===== src/tile_pkg.sv =====
// shared constants and types for the programmable logic tile
package tile_pkg;

  // apb address width and register map
  localparam int ADDR_W = 8;
  localparam logic [7:0] LUT_INIT_BASE = 8'h00;
  localparam logic [7:0] MODE_OFFSET = 8'h20;
  localparam logic [7:0] STATUS_OFFSET = 8'h24;

  // tile shape
  localparam int NUM_SLICES = 4;
  localparam int REG_SLICES = 3;
  localparam int NUM_LUTS = 8;
  localparam int LUT_BITS = 16;

  // reset values
  localparam logic [15:0] LUT_RESET = 16'h0000;
  localparam logic [31:0] MODE_RESET = 32'h0000_0000;
  localparam logic [31:0] MODE_MASK = 32'h0003_FFFF;

  // mode register fields; slice s mode sits in bits 2s+1:2s
  localparam int MODE_OP_LSB = 8;
  localparam int MODE_LSR_SYNC = 12;
  localparam int MODE_SR_VALUE = 13;
  localparam int MODE_CLK_NEG = 14;
  localparam int MODE_LEVEL = 15;
  localparam int MODE_PDP = 16;
  localparam int MODE_CLK_SHARED = 17;

  // slice operating modes
  typedef enum logic [1:0] {MODE_LOGIC, MODE_RIPPLE, MODE_RAM, MODE_ROM}
    slice_mode_t;

  // ripple mode operations
  typedef enum logic [3:0] {OP_ADD, OP_SUB, OP_ADDSUB, OP_UP, OP_DOWN,
    OP_UPDOWN, OP_GE, OP_NE, OP_LE, OP_MULT} ripple_op_t;

endpackage


===== src/lut_slice.sv =====
// one slice: two lut4s, lut5 mux and 2-bit ripple arithmetic
`timescale 1ns/1ps
module lut_slice
(
  // configuration
  input wire logic [15:0] initZero,
  input wire logic [15:0] initOne,
  input wire logic rippleOn,
  input wire tile_pkg::ripple_op_t op,
  // routing and chain inputs
  input wire logic [3:0] inZero,
  input wire logic [3:0] inOne,
  input wire logic selIn,
  input wire logic [1:0] state,
  input wire logic carryIn,
  // results
  output logic lutOutZero,
  output logic lutOutOne,
  output logic fiveMux,
  output logic [1:0] sum,
  output logic carryGen,
  output logic carryProp,
  output logic carryOut
);
  logic [1:0] opA;
  logic [1:0] opB;
  logic [1:0] x;
  logic [1:0] y;
  logic [1:0] g;
  logic [1:0] p;
  logic c1;
  logic isNe;

  // lookup of both tables, any function of four inputs
  assign lutOutZero = initZero[inZero];
  assign lutOutOne = initOne[inOne];
  assign fiveMux = selIn ? lutOutOne : lutOutZero;

  // operand bits taken from the lut inputs
  assign opA = {inOne[0], inZero[0]};
  assign opB = {inOne[1], inZero[1]};

  // operand steering per ripple operation
  always_comb
  begin
    x = opA;
    y = opB;
    case (op)
      tile_pkg::OP_SUB: y = ~opB;
      tile_pkg::OP_ADDSUB: y = selIn ? ~opB : opB;
      tile_pkg::OP_UP:
      begin
        x = state;
        y = 2'h0;
      end
      tile_pkg::OP_DOWN:
      begin
        x = state;
        y = 2'h3;
      end
      tile_pkg::OP_UPDOWN:
      begin
        x = state;
        y = selIn ? 2'h0 : 2'h3;
      end
      tile_pkg::OP_GE: y = ~opB;
      tile_pkg::OP_LE:
      begin
        x = opB;
        y = ~opA;
      end
      tile_pkg::OP_MULT:
      begin
        x = opB;
        y = opA & {2{selIn}};
      end
      default: y = opB;
    endcase
  end

  // generate and propagate form of the 2-bit carry
  assign isNe = (op == tile_pkg::OP_NE);
  assign g = x & y;
  assign p = x ^ y;
  assign c1 = g[0] | (p[0] & carryIn);
  assign sum = p ^ {c1, carryIn};
  assign carryGen = isNe ? |(opA ^ opB) : g[1] | (p[1] & g[0]);
  assign carryProp = isNe ? 1'b1 : &p;
  assign carryOut = rippleOn & (carryGen | (carryProp & carryIn));

endmodule


===== src/programmable_logic_tile.sv =====
// programmable logic tile: four slices, registers, lut ram and apb config
`timescale 1ns/1ps
// Behaviour
// - four slices numbered 0 to 3, two lut4s each, all joined by routing
// - tile has 50 routing inputs and 23 routing outputs
// - slices 0 to 2 feed two registers; slice 3 has none
// - only the ram-capable variant gives ram mode in slices 0 to 2
// - each lut covers all 16 input cases; two luts make a lut5
// - lut6, lut7 and lut8 built by chaining slices; lut8 spans two tiles
// - set/reset sync or async, clock select, chip select for wider ram
// - slice registers take either clock polarity, edge or level sensitive
// - slices 0 to 2: 13 routing inputs plus carry in, carry out
// - slice 3 has 10 routing inputs, four outputs, no carry
// - slice 2 drives ram clock, write enable, data and 4-bit address
// - outputs: lut bypass, registers, lut5 mux and wide mux
// - carry enters from neighbour; slice 2 drives tile carry out
// - ripple: 2-bit add, subtract, dynamic add/sub, up and down count
// - up/down counters with async clear and sync preload
// - compare greater-equal, not-equal, less-equal; multiplier building block
// - fast carry form gives per-slice generate and propagate
// - 16x4 single-port ram from slices 0 and 1, slice 2 controls
// - 16x2 pseudo dual-port ram: read-write slice plus read-only companion
// - either ram form occupies three slices
// - lut memory contents set at configuration time
// - all four slices run rom mode with preloaded contents
module programmable_logic_tile
#(
  parameter bit RAM_CAPABLE = 1'b1
)
(
  // system clock and reset
  input wire logic clk,
  input wire logic reset,
  // apb configuration port
  input wire logic psel,
  input wire logic penable,
  input wire logic pwrite,
  input wire logic [tile_pkg::ADDR_W-1:0] paddr,
  input wire logic [31:0] pwdata,
  output logic [31:0] prdata,
  output logic pready,
  output logic pslverr,
  // routing inputs
  input wire logic [31:0] lutDataIn,
  input wire logic [3:0] multipurposeInZero,
  input wire logic [3:0] multipurposeInOne,
  input wire logic [2:0] sliceClockEnable,
  input wire logic [2:0] localSetReset,
  input wire logic [2:0] sliceClock,
  input wire logic fastCarryIn,
  // routing outputs
  output logic [3:0] lutBypassOutZero,
  output logic [3:0] lutBypassOutOne,
  output logic [2:0] registerOutZero,
  output logic [2:0] registerOutOne,
  output logic [3:0] fiveInputMuxOut,
  output logic [3:0] wideMuxOut,
  output logic fastCarryOut
);
  // lut contents and mode register
  logic [7:0][15:0] lutMem;
  logic [31:0] modeReg;
  tile_pkg::slice_mode_t sliceMode [4];
  tile_pkg::ripple_op_t rippleOp;
  logic lsrSync;
  logic srValue;
  logic clkNeg;
  logic levelSens;
  logic pdpMode;
  logic clkShared;

  // slice results
  logic [7:0][3:0] lutAddr;
  logic [3:0] f0;
  logic [3:0] f1;
  logic [3:0] five_input_mux_out;
  logic [3:0] wide_mux_out;
  logic [3:0] gen;
  logic [3:0] prop;
  logic [4:0] chain;
  logic [3:0][1:0] sum;
  logic [2:0][1:0] qReg;
  logic [2:0][1:0] next_q;

  // slice clocking
  logic [2:0] activeLvl;
  logic [2:0] prevActive;
  logic [2:0] clkEdge;
  logic [2:0] clkEvent;

  // lut ram control
  logic ramMode;
  logic ramWrite;
  logic [3:0] ramAddr;
  logic [3:0] ramData;
  logic chipSel;

  // apb handshake
  logic setup;
  logic access;
  logic apbWrite;
  logic [2:0] apbIndex;

  // mode register fields
  always_comb
  begin
    for (int s = 0; s < tile_pkg::NUM_SLICES; s++)
      sliceMode[s] = tile_pkg::slice_mode_t'(modeReg[2*s +: 2]);
  end
  assign rippleOp = tile_pkg::ripple_op_t'(modeReg[tile_pkg::MODE_OP_LSB +: 4]);
  assign lsrSync = modeReg[tile_pkg::MODE_LSR_SYNC];
  assign srValue = modeReg[tile_pkg::MODE_SR_VALUE];
  assign clkNeg = modeReg[tile_pkg::MODE_CLK_NEG];
  assign levelSens = modeReg[tile_pkg::MODE_LEVEL];
  assign pdpMode = modeReg[tile_pkg::MODE_PDP];
  assign clkShared = modeReg[tile_pkg::MODE_CLK_SHARED];

  // slice 2 supplies address, data, enable and chip select to the ram
  assign ramMode = RAM_CAPABLE && sliceMode[0] == tile_pkg::MODE_RAM;
  assign ramAddr = lutDataIn[19:16];
  assign ramData = lutDataIn[23:20];
  assign chipSel = multipurposeInZero[2];
  assign ramWrite = ramMode & clkEdge[2] & localSetReset[2] & chipSel;

  // lut read addresses; dual-port read-write slice reads at write address
  always_comb
  begin
    for (int i = 0; i < tile_pkg::NUM_LUTS; i++)
      lutAddr[i] = lutDataIn[4*i +: 4];
    if (ramMode && pdpMode)
    begin
      lutAddr[0] = ramAddr;
      lutAddr[1] = ramAddr;
    end
  end

  // four slices; slices 0 to 2 chained through the fast carry
  assign chain[0] = fastCarryIn;
  genvar gs;
  generate
    for (gs = 0; gs < tile_pkg::NUM_SLICES; gs++)
    begin : g_slice
      logic [1:0] stateBits;
      logic rippleOn;
      assign stateBits = (gs < tile_pkg::REG_SLICES) ? qReg[gs % 3] : 2'h0;
      // slice 3 never joins the carry chain
      assign rippleOn = (gs < tile_pkg::REG_SLICES) &&
        sliceMode[gs] == tile_pkg::MODE_RIPPLE;
      lut_slice u_slice
      (
        .initZero(lutMem[2*gs]),
        .initOne(lutMem[2*gs+1]),
        .rippleOn(rippleOn),
        .op(rippleOp),
        .inZero(lutAddr[2*gs]),
        .inOne(lutAddr[2*gs+1]),
        .selIn(multipurposeInZero[gs]),
        .state(stateBits),
        .carryIn(chain[gs]),
        .lutOutZero(f0[gs]),
        .lutOutOne(f1[gs]),
        .fiveMux(five_input_mux_out[gs]),
        .sum(sum[gs]),
        .carryGen(gen[gs]),
        .carryProp(prop[gs]),
        .carryOut(chain[gs+1])
      );
    end
  endgenerate

  // wide function muxes: lut6 pairs, lut7, lut8 with neighbour's lut7
  assign wide_mux_out[0] = multipurposeInOne[0] ? five_input_mux_out[1] : five_input_mux_out[0];
  assign wide_mux_out[2] = multipurposeInOne[2] ? five_input_mux_out[3] : five_input_mux_out[2];
  assign wide_mux_out[1] = multipurposeInOne[1] ? wide_mux_out[2] : wide_mux_out[0];
  assign wide_mux_out[3] = multipurposeInOne[3] ? lutDataIn[31] : wide_mux_out[1];

  // active clock level per register slice, optional shared clock
  always_comb
  begin
    for (int s = 0; s < tile_pkg::REG_SLICES; s++)
      activeLvl[s] = (clkShared ? sliceClock[0] : sliceClock[s]) ^ clkNeg;
  end
  assign clkEdge = activeLvl & ~prevActive;
  assign clkEvent = levelSens ? activeLvl : clkEdge;

  // previous clock level for edge detection
  always_ff @(posedge clk or posedge reset)
  begin
    if (reset)
      prevActive <= 3'h0;
    else
      prevActive <= activeLvl;
  end

  // register data: sum in ripple mode, lut outputs otherwise
  always_comb
  begin
    for (int s = 0; s < tile_pkg::REG_SLICES; s++)
      next_q[s] = (sliceMode[s] == tile_pkg::MODE_RIPPLE) ? sum[s]
        : {f1[s], f0[s]};
  end

  // slice registers with set/reset, preload and clock enable
  always_ff @(posedge clk or posedge reset)
  begin
    if (reset)
      qReg <= '0;
    else
      for (int s = 0; s < tile_pkg::REG_SLICES; s++)
      begin
        if (localSetReset[s] && !lsrSync)
          qReg[s] <= {2{srValue}};
        else if (clkEvent[s])
        begin
          if (localSetReset[s] && sliceMode[s] == tile_pkg::MODE_RIPPLE &&
            rippleOp inside {tile_pkg::OP_UP, tile_pkg::OP_DOWN,
            tile_pkg::OP_UPDOWN})
            qReg[s] <= {multipurposeInOne[s], multipurposeInZero[s]};
          else if (localSetReset[s])
            qReg[s] <= {2{srValue}};
          else if (sliceClockEnable[s])
            qReg[s] <= next_q[s];
        end
      end
  end

  // apb phases
  assign setup = psel & ~penable;
  assign access = psel & penable & pready;
  assign apbWrite = access & pwrite;
  assign apbIndex = paddr[4:2];

  // lut contents: configuration writes win over ram writes
  always_ff @(posedge clk or posedge reset)
  begin
    if (reset)
      lutMem <= {tile_pkg::NUM_LUTS{tile_pkg::LUT_RESET}};
    else
      for (int i = 0; i < tile_pkg::NUM_LUTS; i++)
      begin
        if (apbWrite && paddr < tile_pkg::MODE_OFFSET &&
          paddr[1:0] == 2'h0 && apbIndex == i[2:0])
          lutMem[i] <= pwdata[15:0];
        else if (ramWrite && i < 2)
          lutMem[i][ramAddr] <= ramData[i[1:0]];
        else if (ramWrite && i < 4)
          lutMem[i][ramAddr] <= ramData[i[1:0] ^ {pdpMode, 1'b0}];
      end
  end

  // mode register
  always_ff @(posedge clk or posedge reset)
  begin
    if (reset)
      modeReg <= tile_pkg::MODE_RESET;
    else if (apbWrite && paddr == tile_pkg::MODE_OFFSET)
      modeReg <= pwdata & tile_pkg::MODE_MASK;
  end

  // apb answer: one access cycle, data and error set in setup
  always_ff @(posedge clk or posedge reset)
  begin
    if (reset)
    begin
      pready <= 1'b0;
      prdata <= 32'h0000_0000;
      pslverr <= 1'b0;
    end
    else
    begin
      pready <= setup;
      if (setup)
      begin
        pslverr <= 1'b0;
        prdata <= 32'h0000_0000;
        if (paddr[1:0] != 2'h0)
          pslverr <= 1'b1;
        else if (paddr < tile_pkg::MODE_OFFSET)
          prdata <= {16'h0000, lutMem[apbIndex]};
        else if (paddr == tile_pkg::MODE_OFFSET)
          prdata <= modeReg;
        else if (paddr == tile_pkg::STATUS_OFFSET)
          prdata <= {19'h0, prop[2:0], gen[2:0], chain[3], qReg};
        else
          pslverr <= 1'b1;
      end
    end
  end

  // routing outputs captured every clock
  always_ff @(posedge clk or posedge reset)
  begin
    if (reset)
    begin
      lutBypassOutZero <= 4'h0;
      lutBypassOutOne <= 4'h0;
      fiveInputMuxOut <= 4'h0;
      wideMuxOut <= 4'h0;
      fastCarryOut <= 1'b0;
    end
    else
    begin
      lutBypassOutZero <= f0;
      lutBypassOutOne <= f1;
      fiveInputMuxOut <= five_input_mux_out;
      wideMuxOut <= wide_mux_out;
      fastCarryOut <= chain[3];
    end
  end

  // register outputs straight from the slice registers
  always_comb
  begin
    for (int s = 0; s < tile_pkg::REG_SLICES; s++)
    begin
      registerOutZero[s] = qReg[s][0];
      registerOutOne[s] = qReg[s][1];
    end
  end

  // apb checks
  a_apb_ready: assert property (@(posedge clk) disable iff (reset) // APB
    setup |=> pready ##1 !pready)
    else $error("setup not answered in one access cycle");
  a_unmapped_err: assert property (@(posedge clk) disable iff (reset)
    setup && paddr > tile_pkg::STATUS_OFFSET |=> pslverr && pready)
    else $error("unmapped address without error");

  // configuration and memory checks
  a_lut_init: assert property (@(posedge clk) disable iff (reset)
    apbWrite && paddr < tile_pkg::MODE_OFFSET && paddr[1:0] == 2'h0
    |=> lutMem[$past(apbIndex)] == $past(pwdata[15:0]))
    else $error("lut contents not loaded by write");
  a_ram_write: assert property (@(posedge clk) disable iff (reset)
    ramWrite && !(apbWrite && paddr < tile_pkg::MODE_OFFSET)
    |=> lutMem[0][$past(ramAddr)] == $past(ramData[0]))
    else $error("ram write lost");
  a_rom_hold: assert property (@(posedge clk) disable iff (reset)
    sliceMode[0] == tile_pkg::MODE_ROM && !apbWrite |=> $stable(lutMem[0]))
    else $error("rom contents changed");

  // register and output checks
  a_ce_hold: assert property (@(posedge clk) disable iff (reset)
    !sliceClockEnable[0] && !localSetReset[0] |=> $stable(qReg[0]))
    else $error("register changed without clock enable");
  a_async_clear: assert property (@(posedge clk) disable iff (reset)
    localSetReset[1] && !lsrSync |=> qReg[1] == {2{$past(srValue)}})
    else $error("async set/reset not applied");
  a_carry_out: assert property (@(posedge clk) disable iff (reset)
    sliceMode[2] != tile_pkg::MODE_RIPPLE |=> !fastCarryOut)
    else $error("carry out without ripple slice 2");
  a_five_mux: assert property (@(posedge clk) disable iff (reset)
    1'b1 |=> fiveInputMuxOut[1] == ($past(multipurposeInZero[1]) ?
    lutBypassOutOne[1] : lutBypassOutZero[1]))
    else $error("lut5 mux mismatch");
  a_bypass_lut: assert property (@(posedge clk) disable iff (reset)
    1'b1 |=> lutBypassOutZero[3] == $past(lutMem[6][lutDataIn[27:24]]))
    else $error("lut bypass output mismatch");

  // main scenarios
  c_ram_write: cover property (@(posedge clk) disable iff (reset) ramWrite);
  c_carry_out: cover property (@(posedge clk) disable iff (reset)
    fastCarryOut);
  c_reg_load: cover property (@(posedge clk) disable iff (reset)
    clkEvent[0] && sliceClockEnable[0]);
  c_apb_read: cover property (@(posedge clk) disable iff (reset)
    access && !pwrite);

endmodule


===== config.mk =====
export PLATFORM = sky130hd
export DESIGN_NAME = programmable_logic_tile
export DESIGN_NICKNAME = d
export VERILOG_FILES = /design/src/tile_pkg.sv /design/src/lut_slice.sv /design/src/programmable_logic_tile.sv
export SDC_FILE = /design/constraint.sdc
export NUM_CORES = 1
export LEC_CHECK = 0
export BUFFER_PORTS_ARGS = -buffer_cell sky130_fd_sc_hd__buf_2
export CAP_MARGIN = 10
export CORE_MARGIN = 10
export CORE_UTILIZATION = 45
export CTS_BUF_LIST = sky130_fd_sc_hd__clkbuf_4
export CTS_CLUSTER_SIZE = 16
export DETAILED_ROUTE_END_ITERATION = 6
export PLACE_DENSITY = 0.67
export SLEW_MARGIN = 20
export SYNTH_ARGS = -nofsm -noshare
export SYNTH_HDL_FRONTEND = slang
export SYNTH_SLANG_ARGS = --single-unit

===== constraint.sdc =====
create_clock -name clk -period 6.7 [get_ports clk]
set_clock_uncertainty 0.05 [all_clocks]
set_input_delay 1.005 -clock clk [delete_from_list [all_inputs] [get_ports clk]]
set_output_delay 1.005 -clock clk [all_outputs]
set_load 0.02 [all_outputs]

==> results of run 1 <==
flip-flops by register name (all words and copies together) (netlist names):
signal / count
prdata: 18
fastCarryOut: 1
prevActive: 3
lutBypassOutOne: 4
g_slice.stateBits: 6
wideMuxOut: 4
pready: 1
lutBypassOutZero: 4
modeReg: 18
lutMem: 128
fiveInputMuxOut: 4
pslverr: 1
worst max-delay path: cells and delay by family (launching register included):
kind / cells / cell delay (ns)
xor+xnor: 1 / 0.15
flops: 1 / 0.92
fa+ha+maj: 2 / 0.81
simple gates: 4 / 0.47
compound gates: 12 / 1.72
kinds of logic (layout without fill, tap and decap cells):
kind of cell,after synthesis,after routing,share of synthesized area [%]
buf+inv,132,191,4.907
compound gates,246,246,13.19
other cells,1,15,0.03197
simple gates,262,262,10.49
mux,238,238,28.10
flops,192,192,40.96
fa+ha+maj,13,13,1.579
xor+xnor,10,10,0.7467
cell type report:
class	instances	area [µm²]
fill	2372	13110
multi-input combinational	783	6422
sequential	192	4805
timing repair buffer	134	698.2
tap	335	419.2
clock inverter	14	142.6
clock buffer	18	135.1
inverter	25	101.3
antenna	1	2.502
path summary, 6_finish.rpt:
path,startpoint,to
min in group asynchronous,reset,lutBypassOutOne[0]$_DFF_PP0_
worst min register to register,prdata[13]$_DFFE_PP0P_,prdata[13]$_DFFE_PP0P_
worst max-delay path,modeReg[9]$_DFFE_PP0P_,g_slice[2].stateBits[1]$_DFFE_PP0P_
worst max register to register,modeReg[9]$_DFFE_PP0P_,g_slice[2].stateBits[1]$_DFFE_PP0P_
max in group asynchronous,reset,modeReg[9]$_DFFE_PP0P_
worst min-delay path,prdata[13]$_DFFE_PP0P_,prdata[13]$_DFFE_PP0P_
where the power goes:
part           switching, mW  internal, mW  total (mW)
Combinational          0.180        0.0805       0.261
Clock                  0.463         0.170       0.633
Sequential            0.0129          1.17        1.19
through the flow:
step	std cells	utilization, %
6_report	1502	49.25
5_1_grt	1502	49.25
4_1_cts	1501	49.22
3_5_place_dp	1469	48.15
3_3_place_gp	1469	48.15
2_1_floorplan	1107	-
Yosys cell counts (all sizes together), types with 7 or more instances:
library cell / number
a222oi: 12
inv: 25
nor2b: 12
a221o: 7
buf: 46
nand2b: 12
o21ai: 112
a221oi: 8
ha: 10
nand2: 121
mux2i: 78
xor2: 9
nor2: 56
a21oi: 47
mux4: 62
dfrtp: 192
o211ai: 7
and2: 8
or3: 11
clkbuf: 61
mux2: 98
nand3: 8
nor3: 9
layout by cell type (no fill, tap or decap), types with 11 or more instances in the layout:
master and n:
or3_1 11, buf_4 11, conb_1 14, a21oi_1 45
nor2_1 54, inv_1 24, dfrtp_1 192, nand2_1 121
mux2_2 73, mux2i_1 77, mux2_1 24, a222oi_1 12
nor2b_1 12, buf_2 123, o21ai_0 107, nand2b_1 12
mux4_2 60, clkbuf_4 18
per-layer routing:
metal	up-vias	wire length, µm	GRT usage [%]
met5	-	0	0
met4	0	1473	9.762
met3	75	3548	4.692
met2	508	17460	34.58
met1	4715	15950	31.10
li1	4138	-	-
==> metrics.md, run 1 <==
| Metric | Value |
|---|---|
| Status | finished with violations |
| Violated checks | DRC |
| Post-synth EDFFs | 0 |
| RSZ-0062 raised after global routing | no |
| WHS Path Cells | 2 |
| Post-Route WL | 38430 µm |
| Design area | approximately 0.013 mm² |
| Relative slew slack | between 30% and 40% |
| Congestion Overflow GR | 0 |
| Critical-path top delay cell | dfrtp_1 |
| Maximum vdd drop | 86.74 µV |
| Reg2Reg Depth | 19 |
| CP most frequent cell | o21ai_0 |
| Initial core utilization | between 40% and 50% |
| Gr usage total | between 20% and 30% |
| Crit Path Max Fanout | 27 |
| Final setup margin | roughly 2.5 ns |
| Setup slack, reg-to-reg | ~2.5 ns |
| Initial antenna violation count | 1 |
| WS Path Type | reg -> reg |
| Setup Buffers After CTS | 0 |
| Clk_lat worst skew | around 0.61 ns |
| Fin crit period | between 4 and 5 ns |
| Synth Instances | approximately 1.1k |
| DR pass1 iterations | 7 |
| Synth area leaders | dfrtp_1, mux4_2, mux2_2 |
| Worst path arrival time | between 4 and 5 ns |
| Hold buffers post-CTS | 0 |
| CTS Buf Count | 17 |
| Synth unique cells | 70 |
| Syn Area/Cell | around 11 µm² |
| Core Box Area | ~0.026 mm² |
| Register area share after synthesis | between 40% and 50% |
| Row count | 59 |
| Synth area leader | dfrtp_1 |
| Die Y | ~180 µm |
| Ys async rst share | 100.0% |
| Top Ports | between 150 and 200 |
| Clock Tree Root | clkbuf_4 |
| Worst-margin pin slew | 0.9952 ns |
| CTS resizes | 0 |
| Post-route clock period utilization | between 60% and 70% |
| Final TNS setup | 0 ns |
| CP Cell Sequence | nor2_1 > o211ai_1 > o21ai_0 > a21oi_1 > o32ai_1 > a31oi_1 > o21ai_0 > ha_1 > nand2_1 > a21o_1 > a21oi_1 > o211ai_1 > nand2_1 > nand2_1 > fa_1 > xor2_1 > o21ai_0 > o21ai_0 > o21ai_0 |
| CP Launch Type | flip-flop |
| Final Slew Violations | 0 |
| Vias/cell | about 6.3 |
| Post-placement cell area | about 0.012 mm² |
| Hold/Removal Path Class | reg -> reg |
| Worst-path clk slew | about 0.17 ns |
| Total number of yosys warnings | 0 |
| Largest net degree at the start of global routing | roughly 130 |
| Synth Cell Area | between 0.01 and 0.015 mm² |
| Critical Path Sink Type | flip-flop |
| Pwr per Cell Area | about 160 mW/mm² |
| Clk sink count | between 150 and 200 |
| DR iter-0 viols | approximately 1.2k |
| GP Congestion | roughly 0.96 |
| Final Power | 2.079 mW |
| Max Clk Rate | approximately 240 MHz |
| Area growth, synth to finish | 8.491% |
| Total die area | between 0.03 and 0.04 mm² |
| Register bit total from synthesis | 192 |
| H-tree levels | 4 |
| Global-route wire length before repair | approximately 60000 µm |
| Port buffer count | ~120 |
| Most used DFF post-synth | dfrtp_1 |
| Layout cells sized above 1 | between 20% and 30% |
| CTS tree | done |
| Final nets | 1261 |
| CTS Buffer Depth | 2 |
| Vias in the first global route | between 9k and 10k |
| Max_cap viols | 0 |
| Die W | around 180 µm |
| Top-area cell type share of the netlist area | between 40% and 50% |
| Final hold vios | 0 |
| Wire per inst | ~26 µm |
| DR vias | approximately 9.4k |
| Post-DP HPWL | 27810 µm |
| LEAKAGE | between 5 and 6 nW |
| Slowest stage delay, CP | 0.92 ns |
| Final ANT Viol Nets | 0 |
| Critical Path RT | about 7.2 ns |
| # DRC | 8 |
| Place WS | around 2.0 ns |
| Final setup vio count | 0 |
| Worst hold slack | ~0.45 ns |
Note: power is estimated with default switching activity, not from simulation.
==> inputs of run 2 (changes only) <==
--- a/config.mk
+++ b/config.mk
@@ -5,6 +5,7 @@
 export SDC_FILE = /design/constraint.sdc
 export NUM_CORES = 1
 export LEC_CHECK = 0
+export ABC_AREA = 1
 export BUFFER_PORTS_ARGS = -buffer_cell sky130_fd_sc_hd__buf_2
 export CAP_MARGIN = 10
 export CORE_MARGIN = 10
==> constraint.sdc (replaced) <==
create_clock -name clk -period 3.6 [get_ports clk]
set_clock_uncertainty 0.05 [all_clocks]
set_input_delay 0.54 -clock clk [delete_from_list [all_inputs] [get_ports clk]]
set_output_delay 0.54 -clock clk [all_outputs]
set_load 0.02 [all_outputs]
==> run 2 against run 1 <==
The flow finishes with violations (DRC, setup timing). Combinational power grew to 3.0 times the previous value. Highest routed layer is now met5. Core utilization increased by 3.7 points. Clock power is 110% higher. Via count is 27% higher. Die area decreased by 2.4%. Largest cell class unchanged. Design area increased by 4.5%.
==> metrics.md, run 2 <==
| Metric | Value |
|---|---|
| Status | finished with violations |
| Violated checks | DRC, setup timing |
| Layout cells sized above 1 | 20.54% |
| Non-filler cells, final | around 2.0k |
| CP Cell Sequence | buf_6 > nor2_4 > nand3_2 > nand2_2 > nor2_4 > inv_2 > nor3_4 > a21oi_2 > o211ai_1 > ha_1 > nand2_1 > nor3b_2 > o21bai_4 > nand2_2 > nand3_2 > nand2_2 > nand2_2 > fa_2 > xor2_1 > a21oi_1 > o21ai_1 > nand3_1 > o211ai_1 > a22oi_1 |
| Post-DP HPWL | roughly 34000 µm |
| Commonest non-fill, non-tap cell in the layout | nand2_1 |
| Clock Tree Root | clkbuf_4 |
| Dpl cells | ~1.9k |
| Design area | about 0.013 mm² |
| Maximum vdd drop | about 200 µV |
| Synth area leader | dfrtp_1 |
| Most frequent cells after synthesis | nand2_1, o21ai_0, dfrtp_1, inv_1, a21oi_1 |
| Largest register FFs | approximately 130 |
| Pwr per Cell Area | between 300 and 400 mW/mm² |
| Port buffer count | between 100 and 150 |
| Worst path arrival time | roughly 4 ns |
| WS Path Type | reg -> reg |
| Final Slew Violations | 0 |
| Fin crit period | ~3.6 ns |
| Hold buffers post-CTS | 0 |
| Register area share after synthesis | between 40% and 50% |
| DR pass1 iterations | 7 |
| Row count | 58 |
| Final hold vios | 0 |
| Synth area leaders | dfrtp_1, o21ai_0, nand2_1 |
| Count leader, synth | nand2_1 |
| Synth Instances | roughly 1.5k |
| Most used DFF post-synth | dfrtp_1 |
| Synth Cell Area | 0.01142 mm² |
| DR vias | 11.97k |
| Final nets | 1726 |
| Total die area | 0.03215 mm² |
| Setup slack, reg-to-reg | -0.02 ns |
| CTS Buffer Depth | 2 |
| Post-synth EDFFs | 0 |
| Final Power | roughly 4.3 mW |
| Worst-margin pin slew | 0.9295 ns |
| Largest regs | lutMem x128, modeReg x18, prdata x18 |
| LEAKAGE | 6.277 nW |
| Final setup margin | -0.01552 ns |
| Wire per inst | about 24 µm |
| Die W | ~180 µm |
| Hold/Removal Path Class | in -> async |
| RSZ-0062 raised after global routing | yes |
| Die Y | around 180 µm |
| Worst-path clk slew | around 0.21 ns |
| Critical-path top delay cell | dfrtp_1 |
| Critical Path RT | between 4 and 5 ns |
| Final setup vio count | 1 |
| Final ANT Viol Nets | 0 |
| # DRC | 4 |
| DR iter-0 viols | 1660 |
| Post-route clock period utilization | 100.4% |
| CTS Buf Count | 17 |
| Total number of yosys warnings | 0 |
| Relative slew slack | a little under two fifths |
| Crit Path Max Fanout | 3 |
| Max Clk Rate | around 280 MHz |
| GP Congestion | 1.008 |
| Clk_lat worst skew | between 0.6 and 0.7 ns |
| Syn Area/Cell | roughly 7.8 µm² |
| Fillers | between 2k and 2.5k |
| H-tree levels | 4 |
| Post-placement cell area | roughly 0.013 mm² |
| Largest Register | lutMem |
| Area growth, synth to finish | 16.45% |
| Global-route wire length before repair | between 60000 and 70000 µm |
| Max_cap viols | 0 |
| Vias/cell | 6.099 |
| Initial core utilization | 45.48% |
| Largest net degree at the start of global routing | 56 |
| Final TNS setup | -0.01552 ns |
| Vias in the first global route | 11.39k |
| Top Ports | approximately 150 |
| Initial antenna violation count | 2 |
| Most frequent cells in the layout | nand2_1, o21ai_0, dfrtp_1, inv_1, buf_2 |
| CP most frequent cell | nand2_2 |
| Clk sink count | ~190 |
| Critical Path Sink Type | flip-flop |
| Ys async rst share | 100.0% |
| CP Launch Type | flip-flop |
| Congestion Overflow GR | 0 |
| Top-area cell type share of the netlist area | a little over two fifths |
| Register bit total from synthesis | 192 |
| Core Box Area | about 0.025 mm² |
| Gr usage total | 28.58% |
| CTS tree | done |
| Post-Route WL | between 40000 and 50000 µm |
| Slowest stage delay, CP | approximately 0.46 ns |
| Synth unique cells | 55 |
-- run 2: worst max-delay path, delay by kind of cell, from the launching register on --
kind	cells	cell delay (ns)
AO/OA/AOI/OAI	7	0.89
AND/OR/NAND/NOR	12	1.11
adder cells (fa/ha/maj)	2	0.70
buffers and inverters	2	0.21
XOR/XNOR	1	0.14
flip-flops	1	0.46
-- run 2: what timing repair did --
item                       in CTS  in global routing
setup buffers                   4                  5
setup endpoints to repair       3                  4
resized for setup               9                 38
pin swaps                       4                 26
-- run 2: cell families (layout without fill, tap and decap cells) --
| family | after synthesis | after routing | share of synthesized area [%] |
|---|---|---|---|
| AO/OA/AOI/OAI | 514 | 514 | 26.82 |
| XOR/XNOR | 6 | 6 | 0.5260 |
| buffers and inverters | 264 | 423 | 9.774 |
| flip-flops | 192 | 192 | 42.08 |
| adder cells (fa/ha/maj) | 13 | 13 | 1.622 |
| AND/OR/NAND/NOR | 455 | 455 | 17.83 |
| multiplexers | 14 | 14 | 1.315 |
| other | 1 | 16 | 0.03284 |
-- run 2: area by class of cell --
cell class | instances | area [µm²] | area share (%)
Antenna cell | 2 | 5.005 | 0.03764
Inverter | 174 | 661.9 | 4.978
Timing Repair Buffer | 217 | 1390 | 10.45
Clock inverter | 14 | 192.7 | 1.449
Clock buffer | 18 | 135.1 | 1.016
Tap cell | 330 | 412.9 | 3.105
Multi-Input combinational cell | 1016 | 5692 | 42.81
Sequential cell | 192 | 4807 | 36.15
-- run 2: power breakdown --
group          total [mW]  internal (mW)  switching (mW)
Clock                1.32          0.404           0.917
Sequential           2.23           2.20          0.0269
Combinational       0.780          0.232           0.549
Total                4.33           2.84            1.49
-- run 2: routing by layer --
metal	global-route usage (%)	vias to the layer above	share of wire (%)
met5	0	-	0.032
met1	38.02	5666	40
met4	14.14	2	4.7
met2	43.24	785	44
met3	6.108	125	12
li1	-	5394	-
-- run 2: through the flow --
stage	utilization, %	setup slack [ns]	hold WS [ns]
global placement	50.71	-0.1851	0.4131
global route	52.95	-0.2967	0.03566
CTS	52.28	0.002708	0.001176
detailed placement	50.71	-0.2161	0.4172
finish	52.96	-0.01552	0.003377
floorplan	-	0.01637	0.4030
-- run 2: worst paths after layout --
path / start / cells after the start / to
setup / recovery: modeReg[11]$_DFFE_PP0P_ / 24 / g_slice[2].stateBits[1]$_DFFE_PP0P_
hold / removal: reset / 2 / wideMuxOut[1]$_DFF_PP0_
setup reg to reg: modeReg[11]$_DFFE_PP0P_ / 24 / g_slice[2].stateBits[1]$_DFFE_PP0P_
hold reg to reg: prdata[6]$_DFFE_PP0P_ / 2 / prdata[6]$_DFFE_PP0P_
max in group asynchronous: reset / 3 / modeReg[10]$_DFFE_PP0P_
min in group clk: multipurposeInOne[3] / 3 / wideMuxOut[3]$_DFF_PP0_
==> inputs of run 3 (changes only) <==
==> constraint.sdc (replaced) <==
create_clock -name clk -period 3.6 [get_ports clk]
set_clock_uncertainty 0.05 [all_clocks]
set_input_delay 0.72 -clock clk [delete_from_list [all_inputs] [get_ports clk]]
set_output_delay 0.72 -clock clk [all_outputs]
set_load 0.02 [all_outputs]
==> run 3 against run 2 <==
The run ends with setup timing left. Routed wire length shrank 3.5%. Largest power group unchanged. Power hardly changed. Largest cell class unchanged. Fmax increased by 0.38%. Via count decreased by 2.2%. Sequential power hardly changed.
==> metrics.md, run 3 (synthesized netlist as in run 2, its figures left out) <==
| Metric | Value |
|---|---|
| Final setup vio count | 1 |
| CP Launch Type | flip-flop |
| DR pass1 iterations | 5 |
| Worst-path clk slew | roughly 0.21 ns |
| Pwr per Cell Area | 327.1 mW/mm² |
| Dpl cells | roughly 1.9k |
| Fin crit period | around 3.6 ns |
| Port buffer count | 123 |
| Area growth, synth to finish | 15.92% |
| H-tree levels | 4 |
| WS Path Type | reg -> reg |
| Final Power | around 4.3 mW |
| Row count | just under 60 |
| Commonest non-fill, non-tap cell in the layout | nand2_1 |
| CP Cell Sequence | nor2_2 > nand3_1 > nand2_2 > nor2_4 > inv_2 > nor3_2 > a21oi_2 > o211ai_1 > ha_1 > nand2_1 > nor3b_2 > o21bai_4 > nand2_2 > nand3_2 > nand2_2 > nand2_2 > fa_2 > xor2_1 > a21oi_1 > o21ai_1 > nand3_1 > o211ai_1 > a22oi_1 |
| Wire per inst | between 20 and 25 µm |
| Congestion Overflow GR | 0 |
| Die Y | roughly 180 µm |
| CTS Buf Count | 17 |
| Core Box Area | approximately 0.025 mm² |
| Max Clk Rate | around 280 MHz |
| Total die area | 0.03215 mm² |
| # DRC | 0 |
| Largest regs | lutMem x128, modeReg x18, prdata x18 |
| RSZ-0062 raised after global routing | yes |
| Final Slew Violations | 0 |
| Worst path arrival time | ~4 ns |
| Clock Tree Root | clkbuf_4 |
| Largest register FFs | ~130 |
| Non-filler cells, final | a little under 2k |
| Gr usage total | around 28% |
| Relative slew slack | roughly 38% |
| DR vias | ~12k |
| Critical Path Sink Type | flip-flop |
| Status | finished with violations |
| Uppermost layer routed | met4 |
| Final nets | approximately 1.7k |
| Crit Path Max Fanout | 4 |
| Critical Path RT | between 4 and 5 ns |
| Post-route clock period utilization | 100.1% |
| Metal2 WL | around 20000 µm |
| Vias/cell | 5.979 |
| Vias in the first global route | 10.98k |
| Post-DP HPWL | between 30000 and 40000 µm |
| Global-route wire length before repair | ~67000 µm |
| Most frequent cells in the layout | nand2_1, o21ai_0, dfrtp_1, inv_1, buf_2 |
| Final setup margin | -0.001855 ns |
| Layout cells sized above 1 | 20.11% |
| Place WS | -0.3517 ns |
| CP most frequent cell | nand2_2 |
| DR iter-0 viols | ~1.7k |
| Worst-margin pin slew | 0.9226 ns |
| Metal-1 WL | 18060 µm |
| Post-Route WL | roughly 45000 µm |
| LEAKAGE | ~6.2 nW |
| Critical-path top delay cell | dfrtp_1 |
| Clk_lat worst skew | just over 0.6 ns |
| Hold/Removal Path Class | in -> reg |
| Initial antenna violation count | 1 |
| GP Congestion | 1.010 |
| Fillers | roughly 2.4k |
| Final Core Density | a little over half |
| Crit path buf inv count | 1 |
| Design area | about 0.013 mm² |
| Slowest stage delay, CP | around 0.47 ns |
| Die W | ~180 µm |
| Top Ports | 152 |
| Violated checks | setup timing |
| CTS Buffer Depth | 2 |
| Post-placement cell area | around 0.013 mm² |
| Met3 WL | 4747 µm |
| Clk sink count | roughly 190 |
| Final ANT Viol Nets | 0 |
| Largest net degree at the start of global routing | approximately 120 |
| Crit-path leading delay family | simple AND/OR/NAND/NOR gates |
| Max_cap viols | 0 |
| Initial core utilization | roughly 45% |
| Maximum vdd drop | approximately 190 µV |
| Final hold vios | 0 |
| Largest Register | lutMem |
| CTS tree | done |
==> run 3: changes by cell type in the layout (fill, tap and decap cells not counted), sizes merged <==
cell | previous run | this run
buf | 217 | 211
bufinv | 1 | 0
dlygate4sd3 | 0 | 1
inv | 179 | 181
clkbuf | 18 | 17
==> run 3: stage by stage <==
stage	setup TNS [ns]	hold slack [ns]
final	-0.001855	0.2398
after CTS	0	0.2287
after global placement	-1.092	0.4124
after detailed placement	-1.151	0.4203
after floorplan	-0.1863	0.4030
after global routing	-0.6778	0.2170
==> run 3: report_power, final <==
| part | switching [mW] | internal, mW | total (mW) |
|---|---|---|---|
| registers | 0.0282 | 2.20 | 2.23 |
| logic | 0.525 | 0.230 | 0.754 |
| clock network | 0.984 | 0.362 | 1.35 |
==> run 3: routing by layer <==
metal / track usage [%] / up-vias
li1: - / 5378
met2: 43.31 / 670
met3: 5.602 / 108
met5: 0 / -
met4: 12.23 / 0
met1: 36.09 / 5551
==> run 3: final timing paths <==
| kind | slack [ns] | to | depth (start not counted) | start |
|---|---|---|---|---|
| hold reg to reg | 0.46 | lutMem[77]$_DFFE_PP0P_ | 2 | lutMem[77]$_DFFE_PP0P_ |
| min in group asynchronous | 0.50 | lutMem[124]$_DFFE_PP0P_ | 3 | reset |
| max in group asynchronous | 2.02 | lutMem[2]$_DFFE_PP0P_ | 4 | reset |
| setup reg to reg | -0.002 | g_slice[2].stateBits[1]$_DFFE_PP0P_ | 23 | modeReg[10]$_DFFE_PP0P_ |
| hold / removal | 0.24 | wideMuxOut[3]$_DFF_PP0_ | 3 | multipurposeInOne[3] |
| setup / recovery | -0.002 | g_slice[2].stateBits[1]$_DFFE_PP0P_ | 23 | modeReg[10]$_DFFE_PP0P_ |
==> run 3: cell type report <==
type / count / area (µm²) / area share [%]
Multi-Input combinational cell: 1016 / 5675 / 42.88
Sequential cell: 192 / 4807 / 36.32
Timing Repair Buffer: 212 / 1328 / 10.03
Inverter: 174 / 664.4 / 5.019
Tap cell: 330 / 412.9 / 3.119
Clock inverter: 15 / 216.5 / 1.635
Clock buffer: 17 / 127.6 / 0.9642
Antenna cell: 2 / 5.005 / 0.03781
==> run 3: worst min-delay path, delay by kind of cell <==
family,cells,cell delay [ns]
buffers and inverters,1,0.09
AND/OR/NAND/NOR,2,0.10
==> run 3: repair_timing <==
action,4_1_cts,5_1_grt
setup endpoints to repair,3,4
endpoints found under the hold margin,8,0
resized for setup,15,22
hold buffers,1,0
buffers inserted,2,6
pin swaps,7,23
